File: src/verilog/cmr_pkg.sv
// Purpose: Shared constants and types of the charger configuration register bank
// Assumes: Byte-wide registers on a serial two-wire port
// Notes:   Register index order is fixed by REG_ADDRS below

package cmr_pkg;

    // ------------------------------------------------------------
    // Register offsets
    // ------------------------------------------------------------
    localparam int         NUM_REGS    = 6;
    localparam logic [7:0] MASK_C_ADDR = 8'h0A;
    localparam logic [7:0] VBAT_ADDR   = 8'h12;
    localparam logic [7:0] ICHG_ADDR   = 8'h13;
    localparam logic [7:0] PCHG_ADDR   = 8'h14;
    localparam logic [7:0] TERM_ADDR   = 8'h15;
    localparam logic [7:0] BATUV_ADDR  = 8'h16;

    // ------------------------------------------------------------
    // Reset values
    // ------------------------------------------------------------
    localparam logic [7:0] MASK_C_RST  = 8'h00;
    localparam logic [7:0] VBAT_RST    = 8'h3C;
    localparam logic [7:0] ICHG_RST    = 8'h08;
    localparam logic [7:0] PCHG_RST    = 8'h02;
    localparam logic [7:0] TERM_RST    = 8'h14;
    localparam logic [7:0] BATUV_RST   = 8'h00;

    // Register indices into the storage array
    localparam int REG_MASK_C = 0;
    localparam int REG_VBAT   = 1;
    localparam int REG_ICHG   = 2;
    localparam int REG_PCHG   = 3;
    localparam int REG_TERM   = 4;
    localparam int REG_BATUV  = 5;

    localparam logic [NUM_REGS-1:0][7:0] REG_ADDRS =
        {BATUV_ADDR, TERM_ADDR, PCHG_ADDR, ICHG_ADDR, VBAT_ADDR, MASK_C_ADDR};
    localparam logic [NUM_REGS-1:0][7:0] REG_RSTS =
        {BATUV_RST, TERM_RST, PCHG_RST, ICHG_RST, VBAT_RST, MASK_C_RST};

    // ------------------------------------------------------------
    // Field positions
    // ------------------------------------------------------------
    localparam int WD_MASK_BIT     = 6;
    localparam int SAFETY_MASK_BIT = 5;
    localparam int LDO_MASK_BIT    = 4;
    localparam int WAKE1_MASK_BIT  = 2;
    localparam int WAKE2_MASK_BIT  = 1;
    localparam int RSTW_MASK_BIT   = 0;
    localparam int VBAT_MSB        = 6;
    localparam int STEP_SEL_BIT    = 7;
    localparam int PCHG_MSB        = 4;
    localparam int TERM_MSB        = 5;
    localparam int TERM_LSB        = 1;
    localparam int TERM_DIS_BIT    = 0;
    localparam int THRESH_SEL_BIT  = 5;
    localparam int OCP_MSB         = 4;
    localparam int OCP_LSB         = 3;
    localparam int UVLO_MSB        = 2;

    // ------------------------------------------------------------
    // Regulation voltage limits
    // ------------------------------------------------------------
    localparam int         VBAT_BASE_MV  = 3600;
    localparam int         VBAT_STEP_MV  = 10;
    localparam int         VBAT_LIMIT_MV = 4600;
    localparam logic [6:0] VBAT_CODE_MAX = 7'((VBAT_LIMIT_MV - VBAT_BASE_MV) / VBAT_STEP_MV);

    localparam logic [3:0] BYTE_BITS = 4'h8;

    typedef enum logic [3:0] {
        ST_IDLE, ST_ADDR, ST_ADDR_ACK, ST_REG, ST_REG_ACK,
        ST_WDATA, ST_WDATA_ACK, ST_RDATA, ST_RDATA_ACK
    } cmr_state_t;

endpackage : cmr_pkg

File: src/verilog/cmr_reg_if.sv
// Purpose: Carrier between the serial engine and the register store
// Assumes: One write strobe per committed byte
// Notes:   Read data is registered in the store

interface cmr_reg_if;
    import cmr_pkg::*;
    logic [7:0] addr;
    logic       wr_en;
    logic [7:0] wr_data;
    logic [7:0] rd_data;
    logic [7:0] val [NUM_REGS];

    modport bus  (output addr, wr_en, wr_data, input rd_data, val);
    modport regs (input addr, wr_en, wr_data, output rd_data, val);
endinterface : cmr_reg_if

File: src/verilog/cmr_sync.sv
// Purpose: Two-stage synchroniser for the serial pins
// Assumes: Idle level of the pins is high
// Notes:   Only the second stage is visible outside

module cmr_sync import cmr_pkg::*; #(
    parameter int W = 2
) (
    // Clock and reset
    input  wire logic         ref_clk,
    input  wire logic         reset_n,
    // Pins in, synchronised out
    input  wire logic [W-1:0] din,
    output logic      [W-1:0] dout
);

    logic [W-1:0] meta_r;
    logic [W-1:0] sync_r;

    always_ff @(posedge ref_clk or negedge reset_n) begin
        if (!reset_n) begin
            meta_r <= '1;
            sync_r <= '1;
        end else begin
            meta_r <= din;
            sync_r <= meta_r;
        end
    end

    assign dout = sync_r;

endmodule : cmr_sync

File: src/verilog/cmr_regfile.sv
// Purpose: Storage of the six configuration registers
// Assumes: Writes are whole bytes, reads are free of side effects
// Notes:   Unmapped offsets read zero and ignore writes

module cmr_regfile import cmr_pkg::*; (
    // Clock and reset
    input  wire logic ref_clk,
    input  wire logic reset_n,
    // Register access
    cmr_reg_if.regs   rif
);

    logic [NUM_REGS-1:0] hit;
    logic [7:0]          rd_mux;
    logic [7:0]          rd_data_r;

    // ------------------------------------------------------------
    // Per-register storage
    // ------------------------------------------------------------
    // Reserved bits are stored as written; software sees them back
    for (genvar i = 0; i < NUM_REGS; i++) begin : g_reg
        assign hit[i] = (rif.addr == REG_ADDRS[i]);
        always_ff @(posedge ref_clk or negedge reset_n) begin
            if (!reset_n) begin
                rif.val[i] <= REG_RSTS[i];
            end else if (rif.wr_en && hit[i]) begin
                rif.val[i] <= rif.wr_data;
            end
        end
    end

    // ------------------------------------------------------------
    // Read path
    // ------------------------------------------------------------
    always_comb begin
        rd_mux = 8'h00;
        for (int j = 0; j < NUM_REGS; j++) begin
            if (hit[j]) begin
                rd_mux = rif.val[j];
            end
        end
    end

    always_ff @(posedge ref_clk or negedge reset_n) begin
        if (!reset_n) begin
            rd_data_r <= 8'h00;
        end else begin
            rd_data_r <= rd_mux;
        end
    end

    assign rif.rd_data = rd_data_r;

endmodule : cmr_regfile

File: src/verilog/cmr_config_regs.sv
// Purpose: Charger configuration and interrupt mask registers behind a two-wire slave
// Assumes: SCL is far slower than ref_clk; host never stretches or arbitrates
// Notes:   Pointer auto-increments after every data byte
//
// Contract
// - Mask bit 6 blocks watchdog fault interrupt
// - Mask bit 5 blocks safety timer interrupt
// - Mask bit 4 blocks regulator overcurrent interrupt
// - Mask bit 2 blocks first wake timeout
// - Mask bit 1 blocks second wake timeout
// - Mask bit 0 blocks reset warning interrupt
// - Mask register at 0x0A, resets zero
// - Voltage code bits 6:0, 10 mV steps
// - Effective voltage saturates at 4.6 V
// - Voltage register 0x12 resets to 0x3C
// - Fast charge code scaled by step select
// - Fast charge register 0x13 resets 0x08
// - Pre-charge bit 7 selects current step
// - Pre-charge code bits 4:0 scaled likewise
// - Pre-charge register 0x14 resets 0x02
// - Termination code bits 5:1, percent steps
// - Termination register 0x15 resets 0x14
// - Termination bit 0 disables termination
// - Undervoltage register 0x16 fields, resets zero
// - Threshold select bit picks 3.0/2.8 V

module cmr_config_regs import cmr_pkg::*; #(
    parameter logic [6:0] DEV_ADDR = 7'h2A    // Arbitrary slave address
) (
    // Clock and reset
    input  wire logic       ref_clk,
    input  wire logic       reset_n,
    // Two-wire host port
    input  wire logic       scl_i,
    input  wire logic       sda_i,
    output logic            sda_o,
    output logic            sda_oe,
    // Interrupt sources and request
    input  wire logic [5:0] irq_src,
    output logic            irq_o,
    // Charger settings
    output logic [6:0]      battery_target_voltage,
    output logic [7:0]      fast_charge_code,
    output logic            charge_step_select,
    output logic [4:0]      precharge_code,
    output logic [4:0]      termination_percent_code,
    output logic            termination_disable,
    output logic            precharge_threshold_select,
    output logic [1:0]      battery_overcurrent_limit,
    output logic [2:0]      battery_undervoltage_level
);

    // ------------------------------------------------------------
    // Pin synchronisation and bus events
    // ------------------------------------------------------------
    logic [1:0] pin_s;
    logic       scl_d_r;
    logic       sda_d_r;

    cmr_sync #(.W(2)) u_sync (
        .ref_clk (ref_clk),
        .reset_n (reset_n),
        .din     ({scl_i, sda_i}),
        .dout    (pin_s)
    );

    wire scl_s     = pin_s[1];
    wire sda_s     = pin_s[0];
    wire scl_rise  = scl_s & ~scl_d_r;
    wire scl_fall  = ~scl_s & scl_d_r;
    wire start_c   = scl_s & scl_d_r & sda_d_r & ~sda_s;
    wire stop_c    = scl_s & scl_d_r & ~sda_d_r & sda_s;

    always_ff @(posedge ref_clk or negedge reset_n) begin
        if (!reset_n) begin
            scl_d_r <= 1'b1;
            sda_d_r <= 1'b1;
        end else begin
            scl_d_r <= scl_s;
            sda_d_r <= sda_s;
        end
    end

    // ------------------------------------------------------------
    // Register store
    // ------------------------------------------------------------
    cmr_reg_if rif ();

    cmr_regfile u_regfile (
        .ref_clk (ref_clk),
        .reset_n (reset_n),
        .rif     (rif)
    );

    // ------------------------------------------------------------
    // Serial engine state
    // ------------------------------------------------------------
    cmr_state_t state_r, state_nxt;
    logic [3:0] cnt_r,   cnt_nxt;
    logic [7:0] shift_r, shift_nxt;
    logic [7:0] ptr_r,   ptr_nxt;
    logic [7:0] tx_r,    tx_nxt;
    logic       oe_r,    oe_nxt;
    logic       ack_r,   ack_nxt;
    logic       wr_r,    wr_nxt;
    logic       sda_o_r;

    wire byte_done = scl_fall && (cnt_r == BYTE_BITS);
    wire addr_hit  = (shift_r[7:1] == DEV_ADDR);
    wire rd_bit    = shift_r[0];
    wire [7:0] ptr_inc = ptr_r + 8'h01;

    // Commit lands on the SCL fall that ends the eighth bit, before the ack slot, so writes act at once
    assign rif.addr    = ptr_r;
    assign rif.wr_en   = wr_r;
    assign rif.wr_data = shift_r;

    always_comb begin
        state_nxt = state_r;
        cnt_nxt   = cnt_r;
        shift_nxt = shift_r;
        ptr_nxt   = ptr_r;
        tx_nxt    = tx_r;
        oe_nxt    = oe_r;
        ack_nxt   = ack_r;
        wr_nxt    = 1'b0;
        if (stop_c) begin
            state_nxt = ST_IDLE;
            oe_nxt    = 1'b0;
        end else if (start_c) begin
            state_nxt = ST_ADDR;
            cnt_nxt   = 4'h0;
            oe_nxt    = 1'b0;
        end else begin
            case (state_r)
                ST_ADDR, ST_REG, ST_WDATA: begin
                    if (scl_rise) begin
                        shift_nxt = {shift_r[6:0], sda_s};
                        cnt_nxt   = cnt_r + 4'h1;
                    end else if (byte_done) begin
                        cnt_nxt = 4'h0;
                        oe_nxt  = 1'b1;
                        if (state_r == ST_ADDR) begin
                            state_nxt = addr_hit ? ST_ADDR_ACK : ST_IDLE;
                            oe_nxt    = addr_hit;
                        end else if (state_r == ST_REG) begin
                            ptr_nxt   = shift_r;
                            state_nxt = ST_REG_ACK;
                        end else begin
                            wr_nxt    = 1'b1;
                            state_nxt = ST_WDATA_ACK;
                        end
                    end
                end
                ST_ADDR_ACK: begin
                    if (scl_fall && rd_bit) begin
                        oe_nxt    = ~rif.rd_data[7];
                        tx_nxt    = {rif.rd_data[6:0], 1'b0};
                        state_nxt = ST_RDATA;
                    end else if (scl_fall) begin
                        oe_nxt    = 1'b0;
                        state_nxt = ST_REG;
                    end
                end
                ST_REG_ACK: begin
                    if (scl_fall) begin
                        oe_nxt    = 1'b0;
                        state_nxt = ST_WDATA;
                    end
                end
                ST_WDATA_ACK: begin
                    if (scl_fall) begin
                        oe_nxt    = 1'b0;
                        ptr_nxt   = ptr_inc;
                        state_nxt = ST_WDATA;
                    end
                end
                ST_RDATA: begin
                    if (scl_rise) begin
                        cnt_nxt = cnt_r + 4'h1;
                    end else if (byte_done) begin
                        oe_nxt    = 1'b0;
                        cnt_nxt   = 4'h0;
                        ptr_nxt   = ptr_inc;
                        state_nxt = ST_RDATA_ACK;
                    end else if (scl_fall) begin
                        oe_nxt = ~tx_r[7];
                        tx_nxt = {tx_r[6:0], 1'b0};
                    end
                end
                ST_RDATA_ACK: begin
                    if (scl_rise) begin
                        ack_nxt = ~sda_s;
                    end else if (scl_fall && ack_r) begin
                        // Pointer moved long before this edge, so read data is settled
                        oe_nxt    = ~rif.rd_data[7];
                        tx_nxt    = {rif.rd_data[6:0], 1'b0};
                        state_nxt = ST_RDATA;
                    end else if (scl_fall) begin
                        state_nxt = ST_IDLE;
                    end
                end
                ST_IDLE: begin
                    oe_nxt = 1'b0;
                end
                default: begin
                    state_nxt = ST_IDLE;
                    oe_nxt    = 1'b0;
                end
            endcase
        end
    end

    always_ff @(posedge ref_clk or negedge reset_n) begin
        if (!reset_n) begin
            state_r <= ST_IDLE;
            cnt_r   <= 4'h0;
            shift_r <= 8'h00;
            ptr_r   <= 8'h00;
            tx_r    <= 8'h00;
            oe_r    <= 1'b0;
            ack_r   <= 1'b0;
            wr_r    <= 1'b0;
            sda_o_r <= 1'b0;
        end else begin
            state_r <= state_nxt;
            cnt_r   <= cnt_nxt;
            shift_r <= shift_nxt;
            ptr_r   <= ptr_nxt;
            tx_r    <= tx_nxt;
            oe_r    <= oe_nxt;
            ack_r   <= ack_nxt;
            wr_r    <= wr_nxt;
            sda_o_r <= 1'b0;
        end
    end

    // Open drain: the line is only ever pulled low
    assign sda_o  = sda_o_r;
    assign sda_oe = oe_r;

    // ------------------------------------------------------------
    // Interrupt gating
    // ------------------------------------------------------------
    wire [7:0] mask_reg = rif.val[REG_MASK_C];
    wire [5:0] mask_vec;
    logic      irq_r;

    assign mask_vec[5] = mask_reg[WD_MASK_BIT];
    assign mask_vec[4] = mask_reg[SAFETY_MASK_BIT];
    assign mask_vec[3] = mask_reg[LDO_MASK_BIT];
    assign mask_vec[2] = mask_reg[WAKE1_MASK_BIT];
    assign mask_vec[1] = mask_reg[WAKE2_MASK_BIT];
    assign mask_vec[0] = mask_reg[RSTW_MASK_BIT];

    wire irq_any = |(irq_src & ~mask_vec);

    // ------------------------------------------------------------
    // Effective charger settings
    // ------------------------------------------------------------
    wire [6:0] vbat_code = rif.val[REG_VBAT][VBAT_MSB:0];
    // Stored code reads back unchanged; only the applied value is clamped
    wire [6:0] vbat_eff  = (vbat_code > VBAT_CODE_MAX) ? VBAT_CODE_MAX : vbat_code;
    wire [7:0] pchg_reg  = rif.val[REG_PCHG];
    wire [7:0] term_reg  = rif.val[REG_TERM];
    wire [7:0] batuv_reg = rif.val[REG_BATUV];

    logic [6:0] vbat_r;
    logic [7:0] ichg_r;
    logic       step_r;
    logic [4:0] pchg_r;
    logic [4:0] term_r;
    logic       term_dis_r;
    logic       thresh_r;
    logic [1:0] ocp_r;
    logic [2:0] uvlo_r;

    always_ff @(posedge ref_clk or negedge reset_n) begin
        if (!reset_n) begin
            irq_r      <= 1'b0;
            vbat_r     <= VBAT_RST[VBAT_MSB:0];
            ichg_r     <= ICHG_RST;
            step_r     <= PCHG_RST[STEP_SEL_BIT];
            pchg_r     <= PCHG_RST[PCHG_MSB:0];
            term_r     <= TERM_RST[TERM_MSB:TERM_LSB];
            term_dis_r <= TERM_RST[TERM_DIS_BIT];
            thresh_r   <= BATUV_RST[THRESH_SEL_BIT];
            ocp_r      <= BATUV_RST[OCP_MSB:OCP_LSB];
            uvlo_r     <= BATUV_RST[UVLO_MSB:0];
        end else begin
            irq_r      <= irq_any;
            vbat_r     <= vbat_eff;
            ichg_r     <= rif.val[REG_ICHG];
            step_r     <= pchg_reg[STEP_SEL_BIT];
            pchg_r     <= pchg_reg[PCHG_MSB:0];
            term_r     <= term_reg[TERM_MSB:TERM_LSB];
            term_dis_r <= term_reg[TERM_DIS_BIT];
            thresh_r   <= batuv_reg[THRESH_SEL_BIT];
            ocp_r      <= batuv_reg[OCP_MSB:OCP_LSB];
            uvlo_r     <= batuv_reg[UVLO_MSB:0];
        end
    end

    assign irq_o                      = irq_r;
    assign battery_target_voltage     = vbat_r;
    assign fast_charge_code           = ichg_r;
    assign charge_step_select         = step_r;
    assign precharge_code             = pchg_r;
    assign termination_percent_code   = term_r;
    assign termination_disable        = term_dis_r;
    assign precharge_threshold_select = thresh_r;
    assign battery_overcurrent_limit  = ocp_r;
    assign battery_undervoltage_level = uvlo_r;
endmodule : cmr_config_regs

File: config.mk
export PLATFORM = sky130hd
export DESIGN_NAME = cmr_config_regs
export DESIGN_NICKNAME = d
export VERILOG_FILES = /design/src/verilog/cmr_pkg.sv /design/src/verilog/cmr_reg_if.sv /design/src/verilog/cmr_sync.sv /design/src/verilog/cmr_regfile.sv /design/src/verilog/cmr_config_regs.sv
export SDC_FILE = /design/constraint.sdc
export NUM_CORES = 1
export LEC_CHECK = 0
export ABC_AREA = 0
export BUFFER_PORTS_ARGS = -buffer_cell sky130_fd_sc_hd__buf_2
export CELL_PAD_IN_SITES_DETAIL_PLACEMENT = 0
export CELL_PAD_IN_SITES_GLOBAL_PLACEMENT = 1
export CORE_MARGIN = 1
export CORE_UTILIZATION = 40
export CTS_BUF_LIST = sky130_fd_sc_hd__clkbuf_16
export CTS_CLUSTER_SIZE = 10
export DETAILED_ROUTE_END_ITERATION = 8
export PLACE_DENSITY_LB_ADDON = 0.1
export SLEW_MARGIN = 20
export SYNTH_ARGS = -nofsm -noshare
export SYNTH_HDL_FRONTEND = slang
export SYNTH_SLANG_ARGS = --single-unit
File: constraint.sdc
create_clock -name ref_clk -period 2.1 [get_ports ref_clk]
set_input_delay 0.105 -clock ref_clk [delete_from_list [all_inputs] [get_ports ref_clk]]
set_output_delay 0.105 -clock ref_clk [all_outputs]
set_load 0.01 [all_outputs]
==> results.json <==
{
  "status": "completed",
  "ys_seq_elements": 130,
  "gp_congestion": 0.8556,
  "track_usage_pct": 21.28,
  "antenna_left": 0,
  "path_class": "reg -> reg",
  "ys_seq_area_share_pct": 57.84,
  "path_clk_slew_ns": 0.06,
  "p_leak_nw": 3.461,
  "instances_no_fill": 774,
  "dp_hpwl_mm": 9.825,
  "clockBufferDepth": 2,
  "synth_area_um2": 5672,
  "cts.htree.levels": 4,
  "layout_setup_ws_ns": 0.04503,
  "placed_area_um2": 6411,
  "ys.flop_type": "dfrtp_1",
  "num_antenna_cells": 0,
  "antenna_found_initial": 0,
  "critPathArrivalTime_ns": 2.36,
  "hold_violations": 0,
  "fp.dieW_um": 121.1,
  "place_ws_ns": 0.05025,
  "viasPerCell": 5.260,
  "ys_warn_count": 0,
  "cts_buffers": 17,
  "period_share_pct": 97.86,
  "synth.distinct_cells": 64,
  "synth_area_leaders": "dfrtp_1 48%, dfstp_2 10%, mux2_2 10%, nand2_1 3.6%, a21oi_1 2.6%",
  "avgRoutedWirePerCell_um": 17.95,
  "fin_total_pwr_mw": 6.115,
  "die_h_um": 121.1,
  "setup_viol_count_final": 0,
  "start_util_pct": 40.86,
  "fin_util_pct": 51.70,
  "fmax_ghz": 0.4866,
  "crit_path_max_incr_delay_ns": 0.48,
  "worst_hold_path_type": "in -> async",
  "async_flop_share_pct": 100.0,
  "placed_cells": 734,
  "syn_avg_cell_area_um2": 11.69,
  "grt_pass1_vias": 4205,
  "crit_chain": "buf_4 > nand4b_1 > a21oi_2 > buf_4 > o221ai_4 > buf_12 > mux2_4",
  "clockRootBuffer": "clkbuf_16",
  "dieArea_um2": 14660,
  "worstPathRequired_ns": 2.40,
  "clock_latency_ns": 0.42,
  "postLayoutCellArea_um2": 7177,
  "synth_top_area_share_pct": 47.65,
  "synth_edf_count": 0,
  "slew_violations": 0,
  "fill_cells": 1235,
  "grt_max_degree": 63,
  "synth_cells": 485,
  "final.setup_skew_ns": 0.007968,
  "period_minus_slack_ns": 2.055,
  "vias": 4071,
  "peakVddDrop_v": 0.0005726,
  "grt_overflow_total": 0,
  "core-area_um2": 13880,
  "dr.pass1.iters": 4,
  "cp_max_fo": 7,
  "maxCapViolations": 0,
  "nets": 597,
  "drt-initial-drc-count": 167,
  "post-route-drc-count": 0,
  "grt_pass1_wl_mm": 22.88,
  "p_per_area_nw_per_um2": 852.1,
  "yosysTopAreaCell": "dfrtp_1",
  "ios": 46,
  "rows": 43,
  "drive_gt1_share_pct": 38.22,
  "cp-end-kind": "flip-flop",
  "synth_nets": 501,
  "cts_sinks": 130,
  "critPathLaunchType": "flip-flop",
  "cpMostUsedCell": "buf_4",
  "cp_slowest_cell": "dfrtp_1",
  "finalWirelength_mm": 13.89,
  "tritoncts": "yes",
  "port_buffers": 44,
  "area_growth_pct": 26.54,
  "rsz0062_at_grt": "true"
}
[state kept, by name, summed over array words and instances, names as in the netlist, 2 cells and up]
register	cells
precharge_code	5
state_r	4
u_sync.meta_r	2
cnt_r	4
termination_percent_code	5
battery_undervoltage_level	3
u_sync.dout	2
ptr_r	8
u_regfile.rif.rd_data	8
battery_overcurrent_limit	2
u_regfile.rif.val	48
fast_charge_code	8
tx_r	7
battery_target_voltage	7
rif.wr_data	8
[area by class of cell]
cell class,count,area (µm²),area share [%]
Multi-Input combinational cell,309,2208,30.77
Inverter,20,75.07,1.046
Clock inverter,15,231.5,3.225
Sequential cell,130,3281,45.71
Clock buffer,17,425.4,5.927
Tap cell,180,225.2,3.138
Timing Repair Buffer,103,730.7,10.18
[timing repair]
action,4_1_cts,5_1_grt
setup buffers,0,2
hold endpoints to repair,40,0
hold buffers,6,0
setup endpoints to repair,0,8
resized for setup,0,5
[kinds of logic (layout without fill, tap and decap cells)]
group / after synthesis / after routing / synth area share [%]
xor gates and xnor gates: 1 / 1 / 0.1545
adders and majority gates: 6 / 6 / 1.324
muxes: 59 / 59 / 12.07
buffers and inverters: 46 / 155 / 3.596
DFF: 130 / 130 / 57.84
other: 1 / 1 / 0.06612
AOI/OAI and AO/OA: 118 / 118 / 13.26
and+or+nand+nor: 124 / 124 / 11.69
[Yosys cell counts, drive strengths merged, types with 2 or more instances]
master and count:
and3 6, nand2 56, inv 20, mux2 57, a22oi 7, and2 5
and3b 2, a31oi 6, ha 6, nand3b 2, or3 4, and2b 2
nor2b 5, o21ai 32, a21o 4, nand3 13, nand2b 2, a211oi 5
a32o 4, or2 2, nor3 3, mux2i 2, a31o 2, clkbuf 16
o22ai 17, buf 10, dfrtp 108, a21oi 29, nor2 11, nor4b 3
dfstp 22
[stage by stage]
stage,TNS (ns),hold slack [ns]
final,0,0.1725
after global routing,-0.04095,0.2060
after CTS,0,0.1794
after detailed placement,0,0.08161
after global placement,0,0.06831
after floorplan,0,-0.1906
[worst max-delay path: cells and delay by family, from the launching register on]
family / cells / cell delay [ns]
DFF: 1 / 0.48
AOI/OAI and AO/OA: 2 / 0.39
and+or+nand+nor: 1 / 0.26
buffers and inverters: 3 / 0.52
muxes: 1 / 0.29
[per-layer routing]
metal	vias to the layer above	part of all wire (%)	track usage, %	wire length (µm)
met5	-	0	0	0
met2	108	47	31.64	6551
met1	2017	47	29.12	6505
met3	19	4.2	5.169	582
met4	0	1.8	10.19	254
li1	1927	-	-	-
[path summary, 6_finish.rpt]
kind | to | slack, ns | start | cells after the start
max in group asynchronous | u_sync.dout[1] | 1.14 | reset_n | 3
setup / recovery | tx_r[5] | 0.05 | state_r[0] | 7
min in group ref_clk | u_sync.meta_r[0] | 0.33 | sda_i | 2
setup reg to reg | tx_r[5] | 0.05 | state_r[0] | 7
hold / removal | u_regfile.rif.val[11] | 0.17 | reset_n | 2
hold reg to reg | u_sync.dout[0] | 0.36 | u_sync.meta_r[0] | 0
[power breakdown]
part           internal, mW  switching (mW)
clock                  2.12            1.14
combinational         0.102           0.177
sequential             2.54          0.0328
total                  4.77            1.35
[cell usage in the layout (no fill, tap or decap), types with 4 or more instances in the layout]
master         count
a22oi_1            7
buf_2             43
and2_1             5
buf_12             4
nor2_1             9
mux2_4             6
nand3_1           12
a32o_1             4
a211oi_1           4
and3_1             6
clkbuf_16         17
o22ai_1           17
inv_1             19
mux2_2            51
nand2_1           55
nor2b_1            4
o21ai_0           29
bufinv_16          5
a21o_1             4
dlygate4sd3_1      6
a21oi_1           28
a31oi_1            6
dfrtp_1          108
dfstp_2           22
ha_1               6
or3_1              4
buf_4             50
No activity file was read; power rests on OpenSTA's default activity.
